### src/design/l1ccr_defs.vh
`ifndef L1CCR_DEFS_VH
`define L1CCR_DEFS_VH
// reservation granule: 32 bytes, so 5 offset bits
`define L1CCR_GRANULE_BYTES 32
`define L1CCR_GRANULE_LSB 5
// impl control register field positions
`define L1CCR_IMPL_ICACHE_FLASH_INVAL_BIT 0
`define L1CCR_IMPL_DCACHE_FLASH_INVAL_BIT 1
`define L1CCR_IMPL_DCACHE_LOCK_BIT 2
`define L1CCR_IMPL_DCE 3
`define L1CCR_IMPL_ICE 4
`define L1CCR_IMPL_W 5
`define L1CCR_IMPL_RST 5'h00
// page attribute bits (w i m g, msb first)
`define L1CCR_ATTR_W 3
`define L1CCR_ATTR_I 2
`define L1CCR_ATTR_M 1
// transaction type codes
`define L1CCR_TT_READ 3'h0
`define L1CCR_TT_BURST 3'h1
`define L1CCR_TT_WRITE 3'h2
`define L1CCR_TT_RSV_READ 3'h4
`define L1CCR_TT_RSV_BURST 3'h5
`define L1CCR_TT_RSV_WRITE 3'h6
// flash invalidate duration in clocks
`define L1CCR_INVAL_CYC 1
`endif

### src/design/l1ccr_ctrl.v
`timescale 1ns/10ps
`include "l1ccr_defs.vh"
// ---------------------------------------------------------------
// l1 cache control and reservation
// ---------------------------------------------------------------
module l1ccr_ctrl #(
  parameter AW = 32
) (
  input wire clk_i,
  input wire rst_i,
  input wire hard_reset_i,
  input wire soft_reset_i,
  // impl control register write port
  input wire impl_wr_i,
  input wire [`L1CCR_IMPL_W-1:0] impl_wdata_i,
  output wire [`L1CCR_IMPL_W-1:0] impl_control_register_o,
  // load/store request
  input wire req_i,
  input wire [2:0] req_op_i,
  input wire [AW-1:0] req_addr_i,
  input wire [3:0] page_memory_attributes_i,
  input wire dc_hit_i,
  // l2 and bus completion for store-conditional
  input wire l2_hit_i,
  input wire wt_done_i,
  output reg done_o,
  output reg cond_field0_equal_bit_o,
  output reg align_exc_o,
  output reg bus_req_o,
  output reg [2:0] bus_tt_o,
  output reg bus_burst_o,
  output reg [AW-1:0] bus_addr_o,
  output reg l2_req_o,
  output reg dc_fill_o,
  output reg dc_update_o,
  output reg dc_op_o,
  output reg cache_inhibit_out_o,
  // snoop from the bus, pins from other clock domain
  input wire transfer_start_in_i,
  input wire global_access_in_i,
  input wire snp_write_i,
  input wire [AW-1:0] snp_addr_i,
  output wire snp_lookup_o,
  output wire snp_inval_o,
  output wire dc_refill_block_o,
  output wire dc_inval_o,
  output wire ic_inval_o,
  output wire rsv_valid_o,
  output wire [AW-1:0] rsv_addr_o
);
  // operation codes
  localparam OP_LOAD = 3'h0;
  localparam OP_STORE = 3'h1;
  localparam OP_LWR = 3'h2;
  localparam OP_STC = 3'h3;
  localparam OP_ZERO = 3'h4;
  localparam OP_TOUCH = 3'h5;
  localparam OP_BLKOP = 3'h6;
  // store-conditional states, one-hot
  localparam S_IDLE = 3'b001;
  localparam S_L2 = 3'b010;
  localparam S_BUS = 3'b100;

  reg [`L1CCR_IMPL_W-1:0] impl_q;
  reg [`L1CCR_IMPL_W-1:0] impl_d;
  reg [2:0] st_q;
  reg [2:0] st_d;
  reg stc_hit_q;
  reg [AW-1:0] stc_addr_q;
  reg [2:0] ts_sync_q;
  reg [2:0] gbl_sync_q;
  reg snp_wr_q;
  reg [AW-1:0] snp_addr_q;
  reg hard_q;
  wire dce;
  wire dcache_lock_bit;
  wire ts_ok;
  wire gbl_ok;
  wire snp_qual;
  wire rsv_set;
  wire rsv_clr;
  wire rsv_valid;
  wire rsv_rst;
  wire idle;

  // reservation-flavoured transaction type
  function [2:0] tt_of;
    input rsv;
    input burst;
    input wr;
    begin
      tt_of = wr ? (rsv ? `L1CCR_TT_RSV_WRITE : `L1CCR_TT_WRITE) :
              burst ? (rsv ? `L1CCR_TT_RSV_BURST : `L1CCR_TT_BURST) :
              (rsv ? `L1CCR_TT_RSV_READ : `L1CCR_TT_READ);
    end
  endfunction

  assign dce = impl_q[`L1CCR_IMPL_DCE];
  assign dcache_lock_bit = impl_q[`L1CCR_IMPL_DCACHE_LOCK_BIT];
  assign idle = st_q[0];
  assign impl_control_register_o = impl_q;

  // ---------------------------------------------------------------
  // impl control register
  // ---------------------------------------------------------------
  // flash bits self-clear only while that cache is enabled
  always @* begin
    impl_d = impl_q;
    if (impl_q[`L1CCR_IMPL_DCACHE_FLASH_INVAL_BIT] && dce)
      impl_d[`L1CCR_IMPL_DCACHE_FLASH_INVAL_BIT] = 1'b0;
    if (impl_q[`L1CCR_IMPL_ICACHE_FLASH_INVAL_BIT] && impl_q[`L1CCR_IMPL_ICE])
      impl_d[`L1CCR_IMPL_ICACHE_FLASH_INVAL_BIT] = 1'b0;
    if (impl_wr_i)
      impl_d = impl_wdata_i; // software write wins
  end

  // soft reset keeps the register and cache contents
  always @(posedge clk_i) begin
    if (rst_i) begin
      impl_q <= `L1CCR_IMPL_RST;
      hard_q <= 1'b1;
    end else begin
      impl_q <= impl_d;
      hard_q <= hard_reset_i;
    end
  end

  // invalidate on hard reset or flash bit; a write-one then
  // write-zero pair also produces a pulse while the bit is high
  assign dc_inval_o = hard_q | impl_q[`L1CCR_IMPL_DCACHE_FLASH_INVAL_BIT];
  assign ic_inval_o = hard_q | impl_q[`L1CCR_IMPL_ICACHE_FLASH_INVAL_BIT];

  // ---------------------------------------------------------------
  // snoop input synchronisers
  // ---------------------------------------------------------------
  always @(posedge clk_i) begin
    if (rst_i) begin
      ts_sync_q <= 3'h0;
      gbl_sync_q <= 3'h0;
      snp_wr_q <= 1'b0;
      snp_addr_q <= {AW{1'b0}};
    end else begin
      ts_sync_q <= {ts_sync_q[1:0], transfer_start_in_i};
      gbl_sync_q <= {gbl_sync_q[1:0], global_access_in_i};
      snp_wr_q <= snp_write_i;
      snp_addr_q <= snp_addr_i;
    end
  end

  // a high counts once stages two and three are both high; a low in either stage drops it
  assign ts_ok = ts_sync_q[1] & ts_sync_q[2];
  assign gbl_ok = gbl_sync_q[1] & gbl_sync_q[2];
  assign snp_qual = ts_ok & gbl_ok;
  // reservation watch is independent of cache enable
  assign snp_lookup_o = snp_qual & dce;
  // locked cache still loses lines to snoops; no refill while locked
  assign snp_inval_o = snp_lookup_o & snp_wr_q;
  assign dc_refill_block_o = dcache_lock_bit;

  // ---------------------------------------------------------------
  // reservation tracker
  // ---------------------------------------------------------------
  assign rsv_set = req_i && idle && req_op_i == OP_LWR;
  assign rsv_clr = req_i && idle && req_op_i == OP_STC;
  assign rsv_rst = rst_i | hard_reset_i | soft_reset_i;

  l1ccr_rsv #(
    .AW(AW)
  ) u_rsv (
    .clk_i(clk_i),
    .rst_i(rsv_rst),
    .set_i(rsv_set),
    .set_addr_i(req_addr_i),
    .clr_i(rsv_clr),
    .snp_kill_i(snp_qual & snp_wr_q),
    .snp_addr_i(snp_addr_q),
    .valid_o(rsv_valid),
    .addr_o(rsv_addr_o)
  );
  assign rsv_valid_o = rsv_valid;

  // ---------------------------------------------------------------
  // store-conditional sequencer
  // ---------------------------------------------------------------
  always @* begin
    st_d = st_q;
    case (st_q)
      S_IDLE: begin
        if (rsv_clr && rsv_valid)
          st_d = l2_hit_i ? S_L2 : S_BUS;
      end
      S_L2, S_BUS: begin
        if (wt_done_i)
          st_d = S_IDLE;
      end
      default: st_d = S_IDLE;
    endcase
  end

  always @(posedge clk_i) begin
    if (rst_i) begin
      st_q <= S_IDLE;
      stc_hit_q <= 1'b0;
      stc_addr_q <= {AW{1'b0}};
    end else begin
      st_q <= st_d;
      if (rsv_clr) begin
        stc_hit_q <= dc_hit_i;
        stc_addr_q <= req_addr_i;
      end
    end
  end

  // ---------------------------------------------------------------
  // request routing, registered outputs
  // ---------------------------------------------------------------
  always @(posedge clk_i) begin
    if (rst_i) begin
      done_o <= 1'b0;
      cond_field0_equal_bit_o <= 1'b0;
      align_exc_o <= 1'b0;
      bus_req_o <= 1'b0;
      bus_tt_o <= `L1CCR_TT_READ;
      bus_burst_o <= 1'b0;
      bus_addr_o <= {AW{1'b0}};
      l2_req_o <= 1'b0;
      dc_fill_o <= 1'b0;
      dc_update_o <= 1'b0;
      dc_op_o <= 1'b0;
      cache_inhibit_out_o <= 1'b0;
    end else begin
      done_o <= 1'b0;
      align_exc_o <= 1'b0;
      bus_req_o <= 1'b0;
      l2_req_o <= 1'b0;
      dc_fill_o <= 1'b0;
      dc_update_o <= 1'b0;
      dc_op_o <= 1'b0;
      if (req_i && idle) begin
        cache_inhibit_out_o <=
          page_memory_attributes_i[`L1CCR_ATTR_I];
        bus_addr_o <= req_addr_i;
        case (req_op_i)
          OP_LOAD, OP_LWR: begin
            // non-inhibited hits served; disabled ignores tags entirely
            if (dce && dc_hit_i &&
                !page_memory_attributes_i[`L1CCR_ATTR_I]) begin
              done_o <= 1'b1;
            end else if (dce && !dcache_lock_bit &&
                !page_memory_attributes_i[`L1CCR_ATTR_I]) begin
              dc_fill_o <= 1'b1;
              bus_req_o <= 1'b1;
              bus_burst_o <= 1'b1;
              bus_tt_o <= tt_of(req_op_i == OP_LWR, 1'b1,
                                1'b0);
            end else begin
              // single beat: inhibited, locked or disabled
              bus_req_o <= 1'b1;
              bus_burst_o <= 1'b0;
              bus_tt_o <= tt_of(req_op_i == OP_LWR, 1'b0,
                                1'b0);
            end
          end
          OP_STORE: begin
            bus_req_o <= !dce || dcache_lock_bit ||
                         page_memory_attributes_i[`L1CCR_ATTR_W] ||
                         page_memory_attributes_i[`L1CCR_ATTR_I];
            bus_burst_o <= 1'b0;
            bus_tt_o <= `L1CCR_TT_WRITE;
            dc_update_o <= dce && dc_hit_i &&
                           !page_memory_attributes_i[`L1CCR_ATTR_I];
            done_o <= 1'b1;
          end
          OP_STC: begin
            if (!rsv_valid) begin
              // retire quietly, no bus and no cache change
              done_o <= 1'b1;
              cond_field0_equal_bit_o <= 1'b0;
            end else if (l2_hit_i) begin
              l2_req_o <= 1'b1;
            end else begin
              // write-through regardless of page attributes
              bus_req_o <= 1'b1;
              bus_burst_o <= 1'b0;
              bus_tt_o <= tt_of(1'b1, 1'b0, 1'b1);
            end
          end
          OP_ZERO: begin
            align_exc_o <= !dce;
            dc_op_o <= dce;
            done_o <= 1'b1;
          end
          OP_TOUCH: begin
            dc_op_o <= dce;
            done_o <= 1'b1;
          end
          OP_BLKOP: begin
            dc_op_o <= 1'b1;
            done_o <= 1'b1;
          end
          default: done_o <= 1'b1;
        endcase
      end else if (!idle && wt_done_i) begin
        done_o <= 1'b1;
        cond_field0_equal_bit_o <= 1'b1;
        dc_update_o <= stc_hit_q && dce;
        bus_addr_o <= stc_addr_q;
      end
    end
  end
endmodule // l1ccr_ctrl

### src/design/l1ccr_rsv.v
`timescale 1ns/10ps
`include "l1ccr_defs.vh"
// ---------------------------------------------------------------
// reservation tracker
// ---------------------------------------------------------------
module l1ccr_rsv #(
  parameter AW = 32
) (
  input wire clk_i,
  input wire rst_i,
  input wire set_i,
  input wire [AW-1:0] set_addr_i,
  input wire clr_i,
  input wire snp_kill_i,
  input wire [AW-1:0] snp_addr_i,
  output wire valid_o,
  output wire [AW-1:0] addr_o
);
  localparam GL = `L1CCR_GRANULE_LSB;
  reg valid_q;
  reg [AW-GL-1:0] gran_q;
  wire snp_match;

  // snoop match on granule only
  assign snp_match = snp_kill_i && valid_q &&
                     (snp_addr_i[AW-1:GL] == gran_q);

  // set beats clear: a new reservation replaces any old one
  always @(posedge clk_i) begin
    if (rst_i) begin
      valid_q <= 1'b0;
      gran_q <= {(AW-GL){1'b0}};
    end else if (set_i) begin
      valid_q <= 1'b1;
      gran_q <= set_addr_i[AW-1:GL];
    end else if (clr_i || snp_match) begin
      valid_q <= 1'b0;
    end
  end

  assign valid_o = valid_q;
  assign addr_o = {gran_q, {GL{1'b0}}};
endmodule // l1ccr_rsv

### config.mk
export PLATFORM = sky130hd
export DESIGN_NAME = l1ccr_ctrl
export DESIGN_NICKNAME = d
export VERILOG_FILES = /design/src/design/l1ccr_ctrl.v /design/src/design/l1ccr_rsv.v
export VERILOG_INCLUDE_DIRS = /design/src /design/src/design
export SDC_FILE = /design/constraint.sdc
export NUM_CORES = 1
export LEC_CHECK = 0
export BUFFER_PORTS_ARGS = -buffer_cell sky130_fd_sc_hd__buf_4
export CORE_UTILIZATION = 55
export DETAILED_ROUTE_END_ITERATION = 7
export HOLD_SLACK_MARGIN = 0.08
export PLACE_DENSITY = 0.81
export SETUP_SLACK_MARGIN = 0.02
export SLEW_MARGIN = 20
export SYNTH_ARGS = -nofsm -noshare
export SYNTH_HDL_FRONTEND = slang
export SYNTH_HIERARCHICAL = 1
export SYNTH_SLANG_ARGS = --single-unit
### constraint.sdc
create_clock -name clk_i -period 4.8 [get_ports clk_i]
set_input_delay 0.24 -clock clk_i [delete_from_list [all_inputs] [get_ports clk_i]]
set_output_delay 0.24 -clock clk_i [all_outputs]
set_load 0.01 [all_outputs]
==> results of run 1 <==
## worst max-delay path, delay by kind of cell (launching register included)
family,cells,cell delay [ps]
AND/OR/NAND/NOR,3,1100
flip-flops,1,540
multiplexers,1,300
## report_power, final
part | internal, mW | switching, mW
clock | 0.868 | 0.489
combinational | 0.165 | 0.153
sequential | 1.27 | 0.0233
total | 2.30 | 0.665
## cell type report
type	count	share of cell area, %
clock inverters	9	1.832
flip-flops and latches	148	35.56
well taps	136	2.042
multi-input cells	410	29.94
inverters	4	0.1802
repair buffers	250	25.00
clock buffers	22	5.436
## what timing repair did
action | in CTS | in global routing
setup buffers | 0 | 0
hold buffers | 81 | 0
endpoints found under the hold margin | 137 | 0
## path summary, 6_finish.rpt
| path | start | to | slack [ps] | cells past startpoint |
|---|---|---|---|---|
| setup reg to reg | st_q[0] | u_rsv/gran_q[5] | 2670 | 4 |
| hold reg to reg | ts_sync_q[0] | ts_sync_q[1] | 450 | 1 |
| setup / recovery | st_q[0] | u_rsv/gran_q[5] | 2670 | 4 |
| hold / removal | rst_i | snp_addr_q[5] | 100 | 2 |
## stage by stage
stage	hold slack, ps	std cells	cell area [um^2]	utilization (%)	setup slack [ps]
finish	97.91	979	8332	81.07	2672
CTS	80.80	978	8318	80.94	2491
global placement	420.6	866	6902	67.15	2755
global route	106.9	979	8332	81.07	2533
floorplan	343.8	619	5809	-	3139
detailed placement	433.7	866	6902	67.15	2604
## state kept, by name, indices dropped and copies added (netlist names), 3 cells and up
| register | cells |
|---|---|
| st_q | 3 |
| bus_tt_o | 3 |
| snp_addr_q | 27 |
| bus_addr_o | 32 |
| u_rsv/gran_q | 27 |
| gbl_sync_q | 3 |
| impl_control_register_o | 5 |
| stc_addr_q | 32 |
| ts_sync_q | 3 |
## routing by layer
layer | up-vias | wire, um
li1 | 2551 | -
met3 | 68 | 1148
met5 | - | 0
met1 | 2660 | 7023
met2 | 293 | 9122
met4 | 0 | 696
==> impl_metrics.csv, run 1 <==
group,metric,value,unit
cells_and_area,area_delta_synth_final,43.79,%
synthesis,syn_area_per_cell,9.422,um^2
critical_path,cp.arrival,2470,ps
clock_tree,numClockSinks,148,
floorplan,die_width,104.6,um
routing,first_pass_iters,5,
synthesis,synthCells,615,
critical_path,path_class,"flip-flop to flip-flop",
placement,io_buffers,163,
run,drv_cap,0,
routing,drc,0,
placement,gp_congestion,0.8325,
global_routing,grt_util_met2,56.48,%
clock_tree,htreeDepth,4,
floorplan,num_rows,37,
clock_tree,clockBufferDepth,2,
critical_path,critPathLaunchType,"flip-flop",
timing,fmax,469.9,MHz
cells_and_area,final_common_cell,"buf_4",
timing,maxSlewViolCount,0,
clock_tree,cts_buffers,17,
floorplan,fp.dieH,104.6,um
status,outcome,"completed",
global_routing,grt_first_pass_wirelength,27640,um
clock_tree,root_buffer,"clkbuf_8",
clock_tree,clkTransAtPathRegs,60,ps
global_routing,use_met3,7.112,%
placement,dpl.hpwl,9800,um
critical_path,critPathSlowestCell,"and3_2",
clock_tree,cts_tree,"built",
synthesis,syn_area,5794,um^2
routing,antenna_left,0,
pwr,finalPower,2.969,mW
timing,fin_crit,2128,ps
clock_tree,cts_resized,0,
routing,vias,5572,
global_routing,grt_antenna_before_repair,0,
clock_tree,insertion_delay,520,ps
routing,wl_per_cell,18.38,um
routing,first_iter_violations,604,
timing,setup_viol,0,
floorplan,initial_core_util,56.38,%
worst_hold_path,hold_path.class,"input pin to flip-flop",
global_routing,grt_max_degree,96,
critical_path,crit_fanout,29,
cells_and_area,num-fill-cells,620,
cells_and_area,final_cell_mix,"buf_4, dfxtp_1, dlygate4sd3_1",
floorplan,io_pins,176,
critical_path,max_stage_delay,800,ps
timing,max_slew_margin,24.34,%
pwr,leakage,3.290,nW
cells_and_area,seqCellArea,2963,um^2
global_routing,gr-usage-met1,37.66,%
synthesis,yosys_warnings,6,
cells_and_area,n_antenna_cell,0,
floorplan,core-area,10280,um^2
cells_and_area,multiInputGateArea,2495,um^2
cells_and_area,nets,919,
timing,tightest_slew,1135,ps
routing,via_per_inst,5.692,
critical_path,required,5140,ps
timing,setup_tns,0,ps
cells_and_area,drive_gt1_share,24.56,%
timing,finalCritPeriodShare,44.33,%
timing,rsz0062_at_grt,"false",
global_routing,gr-max-usage-layer,"met2",
routing,routed_wirelength,17990,um
pwr,max-vdd-ir-drop,0.2550,mV
timing,fin_worst_skew,8.303,ps
critical_path,worstPathCellList,"and2_1 > and3_2 > mux2i_1 > nor2_1",
global_routing,track_usage,32.60,%
floorplan,dieArea,10950,um^2
pwr,p_per_area,356.3,nW/um^2
global_routing,grt_pass1_vias,5522,
global_routing,gr-total-overflow,0,
critical_path,cp-end-kind,"flip-flop",
timing,hold_violations,0,
No activity file was read; power rests on OpenSTA's default activity.
==> inputs of run 2 (changes only) <==
--- a/config.mk
+++ b/config.mk
@@ -6,11 +6,12 @@
 export SDC_FILE = /design/constraint.sdc
 export NUM_CORES = 1
 export LEC_CHECK = 0
+export ABC_AREA = 1
 export BUFFER_PORTS_ARGS = -buffer_cell sky130_fd_sc_hd__buf_4
-export CORE_UTILIZATION = 55
+export CORE_UTILIZATION = 47
 export DETAILED_ROUTE_END_ITERATION = 7
 export HOLD_SLACK_MARGIN = 0.08
-export PLACE_DENSITY = 0.81
+export PLACE_DENSITY = 0.73
 export SETUP_SLACK_MARGIN = 0.02
 export SLEW_MARGIN = 20
 export SYNTH_ARGS = -nofsm -noshare
==> constraint.sdc (replaced) <==
create_clock -name clk_i -period 1.9 [get_ports clk_i]
set_input_delay 0.095 -clock clk_i [delete_from_list [all_inputs] [get_ports clk_i]]
set_output_delay 0.095 -clock clk_i [all_outputs]
set_load 0.01 [all_outputs]
==> run 2 against run 1 <==
  * Final area grew 4.8%
  * Global-route usage shrank 6.3 points
  * Synthesized area increased by 2.4%
  * First-iteration DRC count down 31%
==> impl_metrics.csv, run 2 <==
group,metric,value,unit
routing,antenna_left,0,
critical_path,critPathLaunchType,"input pin",
placement,dpl.hpwl,10530,um
synthesis,syn_area,5931,um^2
synthesis,syn_area_per_cell,7.250,um^2
timing,max_slew_margin,49.89,%
timing,hold_violations,0,
critical_path,path_class,"input pin to flip-flop",
clock_tree,cts_buffers,17,
critical_path,cp.arrival,2150,ps
clock_tree,clkTransAtPathRegs,60,ps
synthesis,synthCells,818,
floorplan,io_pins,176,
pwr,leakage,4.004,nW
critical_path,cp-end-kind,"flip-flop",
placement,place_inst,1121,
timing,fmax,558.5,MHz
clock_tree,clockBufferDepth,2,
routing,first_pass_iters,5,
global_routing,grt_max_degree,71,
timing,maxSlewViolCount,0,
routing,vias,5897,
pwr,p_per_area,993.3,nW/um^2
pwr,max-vdd-ir-drop,0.4955,mV
placement,io_buffers,163,
placement,gp_congestion,0.8310,
global_routing,gr-total-overflow,0,
global_routing,grt_first_pass_wirelength,26630,um
routing,via_per_inst,4.763,
floorplan,die_width,114.3,um
global_routing,track_usage,26.29,%
floorplan,initial_core_util,48.77,%
critical_path,crit_fanout,5,
cells_and_area,nets,1145,
clock_tree,numClockSinks,148,
floorplan,num_rows,40,
timing,fin_crit,1790,ps
floorplan,fp.dieH,114.3,um
clock_tree,cts_tree,"built",
cells_and_area,final_common_cell,"nand2_1",
cells_and_area,stdcell_count,1238,
cells_and_area,num-fill-cells,993,
critical_path,required,2250,ps
cells_and_area,largestRegisters,"bus_addr_o (32), stc_addr_q (32)",
cells_and_area,area_delta_synth_final,47.26,%
global_routing,grt_antenna_before_repair,1,
timing,rsz0062_at_grt,"false",
floorplan,dieArea,13070,um^2
clock_tree,root_buffer,"clkbuf_16",
routing,wl_per_cell,13.21,um
clock_tree,htreeDepth,4,
routing,drc,0,
global_routing,grt_pass1_vias,5665,
routing,first_iter_violations,418,
placement,place_ws,317.8,ps
worst_hold_path,hold_path.class,"input pin to flip-flop",
timing,holdWs,161.9,ps
run,drv_cap,0,
cells_and_area,drive_gt1_share,21.05,%
routing,routed_wirelength,16350,um
timing,final.setup.worst_slack,109.6,ps
status,outcome,"completed",
synthesis,yosys_warnings,6,
timing,setup_viol,0,
cells_and_area,final_cell_mix,"nand2_1, buf_4, nor2_1",
floorplan,core-area,12160,um^2
timing,finalCritPeriodShare,94.23,%
clock_tree,post_cts_buffers,0,
timing,tightest_slew,751.6,ps
timing,fin_worst_skew,4.244,ps
clock_tree,insertion_delay,410,ps
timing,setup_tns,0,ps
run 2: path summary, 6_finish.rpt:
kind / start / to / slack, ps / depth (start not counted)
setup / recovery: impl_wr_i / impl_control_register_o[2] / 110 / 7
hold / removal: wt_done_i / dc_update_o / 160 / 5
setup reg to reg: impl_control_register_o[3] / bus_req_o / 230 / 6
hold reg to reg: gbl_sync_q[0] / gbl_sync_q[1] / 400 / 2
run 2: repair_timing:
action | 4_1_cts | 5_1_grt
resized for setup | 0 | 2
endpoints found under the setup margin | 0 | 1
hold buffers | 85 | 0
hold endpoints to repair | 136 | 0
run 2: layout make-up:
class | count | area, um^2 | area share, %
Sequential cell | 148 | 2964 | 33.94
Multi-Input combinational cell | 515 | 2300 | 26.33
Timing Repair Buffer | 258 | 2175 | 24.90
Clock buffer | 22 | 464.2 | 5.315
Inverter | 117 | 441.7 | 5.057
Tap cell | 168 | 210.2 | 2.407
Clock inverter | 9 | 176.4 | 2.020
Antenna cell | 1 | 2.502 | 0.02865
run 2: worst max-delay path: stages:
cell	delay, ps
dlygate4sd3_1	550
buf_4	160
inv_1	110
nor2_1	50
dlygate4sd3_1	550
nor2_1	100
dlygate4sd3_1	540
run 2: where the power goes:
part | switching (mW) | total [mW] | internal [mW]
logic | 0.869 | 1.57 | 0.705
registers | 0.143 | 3.48 | 3.34
clock network | 1.23 | 3.62 | 2.39
run 2: per-layer routing:
metal  vias up  share of wire, %  track usage [%]
li1       3015                 -                -
met1      2619                45            32.14
met3        35               5.4            6.035
met4         0               2.8            12.03
met2       228                47            44.00
met5         -                 0                0
run 2: metrics by stage:
| stage | power, mW | util, % | instance area (um^2) |
|---|---|---|---|
| final | 8.675 | 71.81 | 8733 |
| after global routing | 9.075 | 71.81 | 8733 |
| after CTS | 8.698 | 71.76 | 8727 |
| after detailed placement | 4.963 | 59.50 | 7236 |
| after global placement | 4.940 | 59.50 | 7236 |
| after floorplan | 4.376 | - | 5946 |
==> inputs of run 3 (changes only) <==
==> constraint.sdc (replaced) <==
create_clock -name clk_i -period 1.46 [get_ports clk_i]
set_input_delay 0.365 -clock clk_i [delete_from_list [all_inputs] [get_ports clk_i]]
set_output_delay 0.365 -clock clk_i [all_outputs]
set_load 0.01 [all_outputs]
==> run 3 against run 2 <==
  * The run now ends with negative setup slack left
  * Flip-flop and latch count unchanged
  * Power is 22% higher
  * Cell count shrank 5.1%
  * Final area is 7.5% lower
  * First-iteration DRC count decreased by 13%
  * Clock skew barely moved
  * Routed wire length down 7.0%
  * Global-route usage shrank 2.0 points
  * Highest routed layer unchanged
==> impl_metrics.csv, run 3 (synthesized netlist as in run 2, its figures left out) <==
group,metric,value,unit
cells_and_area,n_antenna_cell,0,
placement,placed_area,7456,um^2
global_routing,grt_first_pass_wirelength,24470,um
pwr,leakage,3.742,nW
status,outcome,"finished, violations left",
pwr,switching_share,26.93,%
timing,holdWs,144.0,ps
cells_and_area,final_common_cell,"buf_4",
pwr,seqPwrFrac,42.7,%
placement,io_buffers,163,
clock_tree,cts_tree,"built",
routing,vias,5505,
cells_and_area,final_core_util,66.40,%
run,drv_cap,0,
clock_tree,clkTransAtPathRegs,50,ps
timing,setup_tns,-308.3,ps
routing,first_pass_iters,4,
routing,antenna_left,0,
cells_and_area,design_area,8075,um^2
critical_path,r2r-start,"gbl_sync_q[1]",
critical_path,reg2reg_depth,10,
clock_tree,root_buffer,"clkbuf_16",
critical_path,cp-end-kind,"output pin",
pwr,p_switching,2.844,mW
cells_and_area,num-fill-cells,1095,
pwr,p_per_area,1308,nW/um^2
critical_path,cp.arrival,1270,ps
floorplan,io_pins,176,
clock_tree,insertion_delay,420,ps
global_routing,gr-total-overflow,0,
global_routing,grt_max_degree,43,
cells_and_area,final_cell_mix,"buf_4, nand2_1, nor2_1",
clock_tree,clockBufferDepth,2,
pwr,finalPower,10.56,mW
critical_path,crit_fanout,2,
critical_path,path_class,"flip-flop to output pin",
placement,place_inst,1142,
routing,wl_per_cell,12.95,um
floorplan,core-area,12160,um^2
worst_hold_path,hold-path-endpoint,"snp_addr_q[24]",
cells_and_area,seqCellArea,2972,um^2
timing,final.setup.worst_slack,-172.4,ps
timing,fin_worst_skew,4.271,ps
pwr,p_int,7.717,mW
critical_path,reg2reg_to,"u_rsv/valid_o",
routing,via_per_inst,4.685,
floorplan,num_rows,40,
floorplan,die_width,114.3,um
timing,setup_viol,3,
critical_path,critPathLaunchType,"flip-flop",
timing,rsz0062_at_grt,"true",
cells_and_area,stdcell_count,1175,
status,violations,"negative setup slack",
cells_and_area,largestRegisters,"bus_addr_o (32), stc_addr_q (32)",
pwr,pwr-share-comb,19.4,%
placement,place_ws,-143.3,ps
clock_tree,numClockSinks,148,
timing,maxSlewViolCount,0,
floorplan,initial_core_util,48.77,%
placement,gp_congestion,0.9420,
global_routing,track_usage,24.31,%
timing,fmax,612.6,MHz
pwr,max-vdd-ir-drop,0.7643,mV
timing,hold_violations,0,
routing,routed_wirelength,15210,um
routing,first_iter_violations,365,
timing,fin_crit,1632,ps
worst_hold_path,hold_path.class,"input pin to flip-flop",
pwr,clkPwrFrac,37.9,%
critical_path,required,1100,ps
timing,finalCritPeriodShare,111.8,%
clock_tree,cts_buffers,17,
critical_path,reg2reg_setup_slack,-20,ps
global_routing,grt_antenna_before_repair,0,
cells_and_area,multiInputGateArea,2323,um^2
global_routing,grt_pass1_vias,5012,
placement,dpl.hpwl,11000,um
worst_hold_path,hold-path-cell-count,3,
cells_and_area,area_delta_synth_final,36.16,%
floorplan,dieArea,13070,um^2
cells_and_area,nets,1084,
worst_hold_path,min_from,"snp_addr_i[24]",
floorplan,fp.dieH,114.3,um
cells_and_area,drive_gt1_share,25.72,%
clock_tree,htreeDepth,4,
routing,drc,0,
## run 3: changes by cell type in the layout (fill, tap and decap cells not counted), sizes merged
cell,before,now
dlygate4sd3,85,0
buf,173,197
bufinv,5,0
clkbuf,22,27
clkinv,3,2
diode,1,0
## run 3: cell type report
class                      instances  area share (%)
clock inverter                     3          0.2169
tap                              168           2.603
clock buffer                      27           6.601
inverter                         117           5.469
multi-input combinational        515           28.77
timing repair buffer             197           19.54
sequential                       148           36.80
## run 3: worst max-delay path, cell delays in order, from the launching register on
cell,delay [ps]
dfxtp_2,330
nand4_1,110
buf_4,160
nor3_2,110
buf_4,140
## run 3: power groups by stage
stage          combinational [mW]  sequential [mW]  clock (mW)
2_1_floorplan                1.05             4.65           0
3_3_place_gp                 2.01             4.58           0
3_5_place_dp                 2.03             4.59           0
4_1_cts                      2.06             4.51        4.07
5_1_grt                      2.28             4.54        4.23
6_report                     2.05             4.51        4.00
## run 3: how the worst max path moves through the flow
stage | start | to | slack, ps | depth (start not counted)
2_1_floorplan | rst_i | u_rsv/gran_q[10] | -9 | 5
5_1_grt | gbl_sync_q[1] | snp_inval_o | -210 | 4
6_report | gbl_sync_q[1] | snp_inval_o | -170 | 4
3_3_place_gp | req_op_i[0] | u_rsv/gran_q[21] | -120 | 6
3_5_place_dp | req_op_i[0] | u_rsv/gran_q[21] | -140 | 6
4_1_cts | ts_sync_q[1] | snp_inval_o | -170 | 4
## run 3: timing repair
item,in CTS,in global routing
setup buffers,3,0
pin swaps,5,5
setup endpoints to repair,5,17
hold buffers,0,0
gates resized for setup,15,6
## run 3: per-layer routing
| layer | track usage [%] | part of all wire (%) | vias to the layer above |
|---|---|---|---|
| met5 | 0 | 0 | - |
| li1 | - | - | 2888 |
| met1 | 31.31 | 46 | 2429 |
| met2 | 40.20 | 46 | 165 |
| met4 | 9.264 | 1.9 | 0 |
| met3 | 4.870 | 5.5 | 23 |
